==> config.mk <==
export PLATFORM = sky130hd
export DESIGN_NAME = bbc_top
export DESIGN_NICKNAME = d
export VERILOG_FILES = /design/src/common/bbc_pkg.sv /design/src/rtl/bbc_decode.sv /design/src/rtl/bbc_sync.sv /design/src/rtl/bbc_top.sv
export SDC_FILE = /design/constraint.sdc
export NUM_CORES = 1
export LEC_CHECK = 0
export BUFFER_PORTS_ARGS = -buffer_cell sky130_fd_sc_hd__buf_4
export CORE_MARGIN = 4
export CORE_UTILIZATION = 42
export DETAILED_ROUTE_END_ITERATION = 7
export GPL_TIMING_DRIVEN = 0
export PLACE_DENSITY = 0.8
export SYNTH_ARGS = -nofsm -noshare
export SYNTH_HDL_FRONTEND = slang
export SYNTH_SLANG_ARGS = --single-unit
==> constraint.sdc <==
create_clock -name clk -period 1.1 [get_ports clk]
set_input_delay 0.11 -clock clk [delete_from_list [all_inputs] [get_ports clk]]
set_output_delay 0.11 -clock clk [all_outputs]
set_load 0.005 [all_outputs]
==> src/common/bbc_pkg.sv <==
// Constants, carrier types and decode helpers for the bridge control block.
`default_nettype none
package bbc_pkg;

    // Configuration dword that holds the bridge control register.
    localparam logic [7:0] BBC_CTRL_DWORD = 8'h3C;
    localparam logic [7:0] BBC_CTRL_OFFSET = 8'h3E;
    // Byte lane (active-low enable index) that carries dword bits 23:16.
    localparam int BBC_CTRL_LANE = 2;
    localparam int BBC_PERR_RESP_POS = 16;
    localparam int BBC_SERR_FWD_POS = 17;
    localparam int BBC_ALIAS_POS = 18;
    localparam int BBC_LEGACY_POS = 19;
    localparam int BBC_RSVD_POS = 20;

    // Legacy display memory window, inclusive.
    localparam logic [31:0] BBC_VGA_MEM_LO = 32'h000A_0000;
    localparam logic [31:0] BBC_VGA_MEM_HI = 32'h000B_FFFF;
    // Legacy display I/O ranges on the low ten address bits, inclusive.
    localparam logic [9:0] BBC_VGA_IO_A_LO = 10'h3B0;
    localparam logic [9:0] BBC_VGA_IO_A_HI = 10'h3BB;
    localparam logic [9:0] BBC_VGA_IO_B_LO = 10'h3C0;
    localparam logic [9:0] BBC_VGA_IO_B_HI = 10'h3DF;
    // Address bits 31:16 value for the first 64KB of I/O space.
    localparam logic [15:0] BBC_IO_LOW64K = 16'h0000;
    // Start of the upper 768 bytes inside each 1KB block.
    localparam logic [9:0] BBC_ALIAS_LO = 10'h100;
    // Synchroniser value after reset; the serr pin idles high.
    localparam logic [1:0] BBC_SYNC_RST = 2'h3;

    typedef struct packed {
        logic legacy_display;
        logic alias_filter;
        logic serr_fwd;
        logic perr_resp;
    } bbc_ctrl_type;

    localparam bbc_ctrl_type BBC_CTRL_RST = '{legacy_display: 1'b0, alias_filter: 1'b0,
                                              serr_fwd: 1'b0, perr_resp: 1'b0};

    typedef struct packed {
        logic wr;
        logic rd;
        logic [7:0] addr;
        logic [3:0] be_n;
        logic [31:0] wdata;
    } bbc_cfg_type;

    typedef struct packed {
        logic valid;
        logic is_io;
        logic is_mem;
        logic [31:0] addr;
    } bbc_req_type;

    typedef struct packed {
        logic [31:0] io_base;
        logic [31:0] io_limit;
        logic io_space_en;
        logic mem_space_en;
        logic serr_drv_en;
    } bbc_cmd_type;

    typedef struct packed {
        bbc_ctrl_type ctrl;
        logic [31:0] cfg_rdata;
        logic cfg_rvalid;
        logic pri_done;
        logic pri_fwd;
        logic sec_done;
        logic sec_fwd;
        logic s_perr_l_o;
        logic s_perr_l_oe;
        logic dpr_set;
        logic p_serr_l_o;
        logic p_serr_l_oe;
        logic s_serr_seen;
    } bbc_state_type;

    function automatic logic bbc_in_range(input logic [31:0] a, input logic [31:0] lo, input logic [31:0] hi);
        bbc_in_range = (a >= lo) && (a <= hi);
    endfunction

    function automatic logic bbc_vga_io_hit(input logic [31:0] a);
        bbc_vga_io_hit = (a[31:16] == BBC_IO_LOW64K) &&
                         (((a[9:0] >= BBC_VGA_IO_A_LO) && (a[9:0] <= BBC_VGA_IO_A_HI)) ||
                          ((a[9:0] >= BBC_VGA_IO_B_LO) && (a[9:0] <= BBC_VGA_IO_B_HI)));
    endfunction

    function automatic logic bbc_alias_hit(input logic [31:0] a);
        bbc_alias_hit = (a[31:16] == BBC_IO_LOW64K) && (a[9:0] >= BBC_ALIAS_LO);
    endfunction

endpackage
`default_nettype wire

==> src/rtl/bbc_decode.sv <==
// Forwarding decision for one transaction, downstream and upstream views.
`timescale 1ns/1ps
`default_nettype none
module bbc_decode
    import bbc_pkg::*;
(
    input wire bbc_req_type req, // Transaction address and type.
    input wire bbc_cmd_type cmd, // Window and command enables.
    input wire bbc_ctrl_type ctrl, // Bridge control bits.
    output logic down_fwd, // Claim as seen from the primary bus.
    output logic up_fwd // Claim as seen from the secondary bus.
);

    logic in_win;
    logic alias_blk;
    logic legacy_on;
    logic vga_io;
    logic vga_mem;

    always_comb begin
        in_win = bbc_in_range(req.addr, cmd.io_base, cmd.io_limit);
        // The filter only touches window addresses in the first 64KB.
        alias_blk = ctrl.alias_filter && in_win && bbc_alias_hit(req.addr);
        // Legacy display decode needs both space enables.
        legacy_on = ctrl.legacy_display && cmd.io_space_en && cmd.mem_space_en;
        vga_io = legacy_on && bbc_vga_io_hit(req.addr);
        vga_mem = legacy_on && bbc_in_range(req.addr, BBC_VGA_MEM_LO, BBC_VGA_MEM_HI);
        down_fwd = 1'b0;
        up_fwd = 1'b0;
        if (req.is_io) begin
            // Window forwarding, less aliases, plus forced legacy I/O.
            down_fwd = (cmd.io_space_en && in_win && !alias_blk) || vga_io;
            // Outside the window goes up; filtered aliases go up too.
            up_fwd = (!in_win || alias_blk) && !vga_io;
        end else if (req.is_mem) begin
            // Memory windows live elsewhere; only the legacy range is claimed here.
            down_fwd = vga_mem;
            up_fwd = !vga_mem;
        end
    end

endmodule
`default_nettype wire

==> src/rtl/bbc_sync.sv <==
// Two-flop synchroniser for an asynchronous pin level.
`timescale 1ns/1ps
`default_nettype none
module bbc_sync
    import bbc_pkg::*;
(
    input wire logic clk, // Core clock.
    input wire logic reset, // Asynchronous reset, active high.
    input wire logic d, // Asynchronous input level.
    output logic q // Synchronised level.
);

    typedef struct packed {
        logic [1:0] stage;
    } bbc_sync_state_type;

    bbc_sync_state_type st_r;
    bbc_sync_state_type st_nxt;

    always_comb begin
        st_nxt.stage = {st_r.stage[0], d};
    end

    always_ff @(posedge clk or posedge reset) begin
        if (reset) begin
            st_r.stage <= BBC_SYNC_RST;
        end else begin
            st_r <= st_nxt;
        end
    end

    assign q = st_r.stage[1];

endmodule
`default_nettype wire

==> src/rtl/bbc_top.sv <==
// Bridge control register bits 16 to 20 with error forwarding and legacy decode.
//
// Function
// - With parity error response clear the secondary parity line and the reported flag stay quiet.
// - With parity error response set a secondary data parity error drives the parity line and sets the flag.
// - A secondary address parity error raises primary serr only while parity error response is set.
// - With serr forwarding clear a secondary serr never raises primary serr.
// - With serr forwarding set a secondary serr raises primary serr if the command serr driver is enabled.
// - The alias filter only affects window addresses inside the first 64KB and resets to zero.
// - With the alias filter clear every I/O access inside the window goes downstream while I/O space is enabled.
// - With the alias filter set primary window accesses to the upper 768 bytes of each 1KB in the first 64KB are ignored unless legacy display claims them.
// - With the alias filter set secondary accesses to the upper 768 bytes of each 1KB in the first 64KB go upstream unless legacy display claims them.
// - With legacy display clear legacy accesses are claimed only through the window with the filter clear.
// - With legacy display set the legacy memory range is claimed regardless of windows and filter.
// - With legacy display set the two legacy I/O ranges are claimed with bits 31:16 zero.
// - Legacy display forwarding needs both I/O and memory space enables.
// - With legacy display on, secondary accesses to the legacy ranges are not forwarded upstream.
// - Bit 20 is reserved and reads as zero.
`timescale 1ns/1ps
`default_nettype none
module bbc_top
    import bbc_pkg::*;
(
    input wire logic clk, // 20 MHz core clock.
    input wire logic reset, // Asynchronous reset, active high.
    input wire bbc_cfg_type cfg, // Configuration access strobe, address, enables, data.
    output logic [31:0] cfg_rdata, // Read data for the control dword.
    output logic cfg_rvalid, // One-cycle pulse marking cfg_rdata.
    input wire bbc_cmd_type cmd, // Window registers and command enables.
    output logic [3:0] ctrl_bits, // Current control bits 19:16.
    input wire bbc_req_type pri_req, // Primary bus decode request.
    output logic pri_done, // Pulse, primary decode answered.
    output logic pri_fwd, // Primary transaction claimed downstream.
    input wire bbc_req_type sec_req, // Secondary bus decode request.
    output logic sec_done, // Pulse, secondary decode answered.
    output logic sec_fwd, // Secondary transaction claimed upstream.
    input wire logic sec_data_perr, // Pulse, data parity error seen on secondary.
    input wire logic sec_addr_perr, // Pulse, address parity error seen on secondary.
    input wire logic s_serr_l, // Secondary serr pin, active low.
    output logic s_perr_l_o, // Secondary perr drive level.
    output logic s_perr_l_oe, // Secondary perr output enable.
    output logic dpr_set, // Pulse, set data parity reported in secondary status.
    output logic p_serr_l_o, // Primary serr drive level.
    output logic p_serr_l_oe // Primary serr output enable, open drain.
);

    bbc_state_type st_r;
    bbc_state_type st_nxt;
    logic s_serr_l_sync;
    logic pri_down;
    logic sec_up;
    logic cfg_hit;
    logic serr_new;

    bbc_sync u_serr_sync (
        .clk(clk),
        .reset(reset),
        .d(s_serr_l),
        .q(s_serr_l_sync)
    );

    bbc_decode u_pri_decode (
        .req(pri_req),
        .cmd(cmd),
        .ctrl(st_r.ctrl),
        .down_fwd(pri_down),
        .up_fwd()
    );

    bbc_decode u_sec_decode (
        .req(sec_req),
        .cmd(cmd),
        .ctrl(st_r.ctrl),
        .down_fwd(),
        .up_fwd(sec_up)
    );

    always_comb begin
        st_nxt = st_r;
        cfg_hit = (cfg.addr == BBC_CTRL_DWORD);

        // Only the lane holding bits 23:16 has storage; bits 31:21 belong elsewhere.
        if (cfg.wr && cfg_hit && !cfg.be_n[BBC_CTRL_LANE]) begin
            st_nxt.ctrl.perr_resp = cfg.wdata[BBC_PERR_RESP_POS];
            st_nxt.ctrl.serr_fwd = cfg.wdata[BBC_SERR_FWD_POS];
            st_nxt.ctrl.alias_filter = cfg.wdata[BBC_ALIAS_POS];
            st_nxt.ctrl.legacy_display = cfg.wdata[BBC_LEGACY_POS];
        end

        st_nxt.cfg_rvalid = cfg.rd && cfg_hit;
        st_nxt.cfg_rdata = 32'h0000_0000;
        if (cfg.rd && cfg_hit) begin
            st_nxt.cfg_rdata[BBC_PERR_RESP_POS] = st_r.ctrl.perr_resp;
            st_nxt.cfg_rdata[BBC_SERR_FWD_POS] = st_r.ctrl.serr_fwd;
            st_nxt.cfg_rdata[BBC_ALIAS_POS] = st_r.ctrl.alias_filter;
            st_nxt.cfg_rdata[BBC_LEGACY_POS] = st_r.ctrl.legacy_display;
            st_nxt.cfg_rdata[BBC_RSVD_POS] = 1'b0;
        end

        st_nxt.pri_done = pri_req.valid;
        st_nxt.pri_fwd = pri_req.valid && pri_down;
        st_nxt.sec_done = sec_req.valid;
        st_nxt.sec_fwd = sec_req.valid && sec_up;

        // Parity line and status flag both stay quiet unless the response bit is set.
        st_nxt.s_perr_l_oe = sec_data_perr && st_r.ctrl.perr_resp;
        st_nxt.s_perr_l_o = !(sec_data_perr && st_r.ctrl.perr_resp);
        st_nxt.dpr_set = sec_data_perr && st_r.ctrl.perr_resp;

        // A held low serr pin forwards once; a new pulse needs the pin to rise first.
        st_nxt.s_serr_seen = !s_serr_l_sync;
        serr_new = !s_serr_l_sync && !st_r.s_serr_seen;
        st_nxt.p_serr_l_oe = cmd.serr_drv_en &&
                             ((serr_new && st_r.ctrl.serr_fwd) ||
                              (sec_addr_perr && st_r.ctrl.perr_resp));
        st_nxt.p_serr_l_o = !st_nxt.p_serr_l_oe;
    end

    always_ff @(posedge clk or posedge reset) begin
        if (reset) begin
            st_r.ctrl <= BBC_CTRL_RST;
            st_r.cfg_rdata <= 32'h0000_0000;
            st_r.cfg_rvalid <= 1'b0;
            st_r.pri_done <= 1'b0;
            st_r.pri_fwd <= 1'b0;
            st_r.sec_done <= 1'b0;
            st_r.sec_fwd <= 1'b0;
            st_r.s_perr_l_o <= 1'b1;
            st_r.s_perr_l_oe <= 1'b0;
            st_r.dpr_set <= 1'b0;
            st_r.p_serr_l_o <= 1'b1;
            st_r.p_serr_l_oe <= 1'b0;
            st_r.s_serr_seen <= 1'b0;
        end else begin
            st_r <= st_nxt;
        end
    end

    assign cfg_rdata = st_r.cfg_rdata;
    assign cfg_rvalid = st_r.cfg_rvalid;
    assign ctrl_bits = st_r.ctrl;
    assign pri_done = st_r.pri_done;
    assign pri_fwd = st_r.pri_fwd;
    assign sec_done = st_r.sec_done;
    assign sec_fwd = st_r.sec_fwd;
    assign s_perr_l_o = st_r.s_perr_l_o;
    assign s_perr_l_oe = st_r.s_perr_l_oe;
    assign dpr_set = st_r.dpr_set;
    assign p_serr_l_o = st_r.p_serr_l_o;
    assign p_serr_l_oe = st_r.p_serr_l_oe;

endmodule
`default_nettype wire

==> flow_metrics.env <==
export IMPL_crit_type="primary input to register"
export IMPL_wirelength_mm=14.32
export IMPL_ir_worst_vdd_mv=0.3397
export IMPL_finalMaxSlewViolations=0
export IMPL_synth_ff_type="dfrtp_1"
export IMPL_path_cells="buf_4 -> inv_1 -> ha_1 -> nand4_1 -> or3_4 -> o32ai_2 -> nor4_1 -> o311a_1 -> a31oi_1"
export IMPL_grt_max_degree=21
export IMPL_grt_pass1_vias=4732
export IMPL_path_clk_slew_ns=0.07
export IMPL_drv_cap=0
export IMPL_drtAntennaViolNets=0
export IMPL_cts_path_max_buffers=2
export IMPL_p_int_mw=2.132
export IMPL_seq_area_frac_synth_pct=12.25
export IMPL_r2r_end="sec_fwd$_DFF_PP0_"
export IMPL_p_seq_share_pct=23.0
export IMPL_cts_tree="done"
export IMPL_gr_total_overflow=0
export IMPL_leakage_nw=3.444
export IMPL_path_max_fanout=2
export IMPL_hold_path_class="primary input to register"
export IMPL_wire_per_inst_um=16.73
export IMPL_n_fill_cell=779
export IMPL_drive_above_1_share_pct=39.48
export IMPL_diodes=0
export IMPL_hold_violations=0
export IMPL_period_share_pct=161.2
export IMPL_swShare_pct=36.12
export IMPL_yosysTopAreaCell="ha_1"
export IMPL_required_ns=1.27
export IMPL_reg2reg_slack_ns=-0.36
export IMPL_max_slew_worst_pin_slew_ns=0.6356
export IMPL_hpwl_mm=12.29
export IMPL_fp_dieH_um=107.1
export IMPL_clk_latency_ns=0.26
export IMPL_p_per_area_nw_per_um2=533.4
export IMPL_outcome="complete, but fails checks"
export IMPL_design_area_um2=6256
export IMPL_slowest_delay_ns=0.40
export IMPL_fmax_mhz=563.8
export IMPL_synthArstFlopShare_pct=100.0
export IMPL_core_area_um2=9415
export IMPL_antenna_found_initial=0
export IMPL_slowest_stage="or3_4"
export IMPL_grtUsageTotal_pct=23.20
export IMPL_worstReg2RegStart="ctrl_bits[3]$_DFFE_PP0P_"
export IMPL_yosysWarnings=0
export IMPL_drtIter0Drc=127
export IMPL_post_place_ws_ns=-0.9907
export IMPL_io_buffers=174
export IMPL_ys_types=49
export IMPL_slew_limit_headroom_pct=57.23
export IMPL_min_path_cells=2
export IMPL_start_kind="primary input"
export IMPL_route_vias_total=4523
export IMPL_io_pin_count=234
export IMPL_yosysTopAreaCellShare_pct=38.81
export IMPL_synth_edf_count=0
export IMPL_synth_area_um2=4126
export IMPL_cts_root_buffer="clkbuf_8"
export IMPL_fin_ws_ns=-0.6737
export IMPL_grt_setup_unrepaired="yes"
export IMPL_remaining_drc_errors=0
export IMPL_finalCriticalPeriod_ns=1.774
export IMPL_pwr_share_clk_pct=16.6
export IMPL_worstHoldStart="cfg[19]"
export IMPL_nets=1044
export IMPL_fp_row_count=35
export IMPL_initial_utilization_pct=43.83
export IMPL_avgSynthCellArea_um2=8.187
export IMPL_vias_per_cell=5.284
export IMPL_comb_power_share_pct=60.4
export IMPL_setup_violations=4
export IMPL_critPathCaptureType="register"
export IMPL_design_die_area_um2=11470
export IMPL_reg2reg_depth=5
export IMPL_whs_endpoint="ctrl_bits[3]$_DFFE_PP0P_"
export IMPL_first_pass_iters=5
export IMPL_violations="setup timing"
export IMPL_chipWidth_um=107.1
export IMPL_grt_pass1_wl_mm=21.77
export IMPL_fin_worst_skew_ns=0.003921
export IMPL_synth_seq_cells=20
export IMPL_critPathArrivalTime_ns=1.94
export IMPL_gp_congestion=0.8854
export IMPL_htreeDepth=1
export IMPL_placed_area_um2=5783
export IMPL_p_sw_mw=1.205
export IMPL_area_growth_pct=51.61
export IMPL_cts_made_buffers=3
export IMPL_hold_slack_ns=0.07863
export IMPL_synthCells=504
export IMPL_cts_sinks=20
export IMPL_synth_area_leaders="ha_1 (39%), dfrtp_1 (9.7%), buf_4 (6.7%), a21oi_1 (6.5%), inv_1 (6.5%)"
==> cells in the mapped netlist (4+ instances only) <==
| master | instances |
|---|---|
| nand3_1 | 16 |
| nand4_1 | 26 |
| inv_1 | 72 |
| nor3_1 | 7 |
| buf_4 | 37 |
| nor4_1 | 9 |
| dfstp_2 | 4 |
| nor2_1 | 13 |
| nand2_1 | 31 |
| a21o_1 | 17 |
| dfrtp_1 | 16 |
| a21oi_1 | 54 |
| mux2_2 | 5 |
| ha_1 | 128 |
| and3_1 | 7 |
| o21ai_0 | 13 |
==> stage by stage <==
step / setup TNS (ns) / total power [mW] / utilization, % / cells
after floorplan: -1.319 / 1.749 / - / 531
after global placement: -3.424 / 2.506 / 61.42 / 834
after detailed placement: -3.868 / 2.582 / 61.42 / 834
after CTS: -1.288 / 3.247 / 65.18 / 852
after global routing: -1.552 / 3.591 / 66.45 / 856
final: -1.210 / 3.337 / 66.45 / 856
==> critical path: cells and delay by family <==
family / cells / cell delay (ns)
buf+inv: 2 / 0.14
simple gates: 3 / 0.65
compound gates: 3 / 0.73
fa+ha+maj: 1 / 0.30
==> worst max-delay path by stage <==
| stage | startpoint | endpoint | slack (ns) | cells past startpoint |
|---|---|---|---|---|
| global placement | cmd[50] | pri_fwd$_DFF_PP0_ | -0.96 | 9 |
| detailed placement | cmd[50] | pri_fwd$_DFF_PP0_ | -0.99 | 9 |
| CTS | cmd[49] | pri_fwd$_DFF_PP0_ | -0.64 | 9 |
| floorplan | cmd[50] | pri_fwd$_DFF_PP0_ | -0.58 | 8 |
| finish | cmd[50] | pri_fwd$_DFF_PP0_ | -0.67 | 9 |
| global route | cmd[49] | pri_fwd$_DFF_PP0_ | -0.72 | 9 |
==> cells in the final DEF, fill, tap and decap left out, types with 3 or more instances in the layout <==
master	synthesis	routed
a21o_1	17	17
a21oi_1	54	51
a21oi_2	0	3
and3_1	7	6
buf_4	37	213
buf_6	0	10
clkbuf_8	0	4
conb_1	1	28
dfrtp_1	16	16
dfstp_2	4	4
dlygate4sd3_1	0	6
ha_1	128	113
ha_4	0	15
inv_1	72	58
inv_2	0	9
inv_4	0	4
mux2_2	5	4
nand2_1	31	31
nand2b_1	3	3
nand3_1	16	15
nand4_1	26	26
nor2_1	13	12
nor3_1	7	5
nor4_1	9	6
nor4_2	1	3
o2111ai_1	3	3
o21ai_0	13	11
==> layout make-up <==
type | instances | area [um2] | area share (%)
Timing Repair Buffer | 192 | 1494 | 23.88
Buffer | 37 | 277.8 | 4.440
Sequential cell | 20 | 505.5 | 8.080
Tap cell | 129 | 161.4 | 2.580
Multi-Input combinational cell | 402 | 3478 | 55.60
Inverter | 72 | 284.0 | 4.540
Clock buffer | 4 | 55.05 | 0.8800
==> what timing repair did <==
action	4_1_cts	5_1_grt
pin swaps	25	17
gates resized for setup	34	20
hold buffers	6	0
endpoints found under the hold margin	21	0
setup endpoints to repair	6	23
setup buffers	8	4
==> routing by layer <==
metal	global-route usage (%)	share of wire (%)	vias to the layer above
met4	4.749	1.2	0
met2	43.48	50	193
met5	0	0	-
met1	27.59	41	2071
li1	-	-	2237
met3	3.793	7.7	22
==> power by group through the flow <==
stage | registers, mW | clock network (mW) | logic [mW]
final | 0.769 | 0.553 | 2.01
after global routing | 0.771 | 0.582 | 2.24
after CTS | 0.769 | 0.556 | 1.92
after detailed placement | 0.783 | 0 | 1.80
after global placement | 0.781 | 0 | 1.72
after floorplan | 0.781 | 0 | 0.968
==> cells by family (layout without fill, tap and decap cells) <==
logic type               after synthesis  count (layout)  synth area share (%)
adder cells (fa/ha/maj)              128             128                 38.81
AO/OA/AOI/OAI                        115             115                 17.71
multiplexers                           5               5                 1.364
other                                  1              28               0.09088
flip-flops                            20              20                 12.25
buffers and inverters                109             305                 13.28
AND/OR/NAND/NOR                      126             126                 16.50
(Power assumes the default switching activity.)
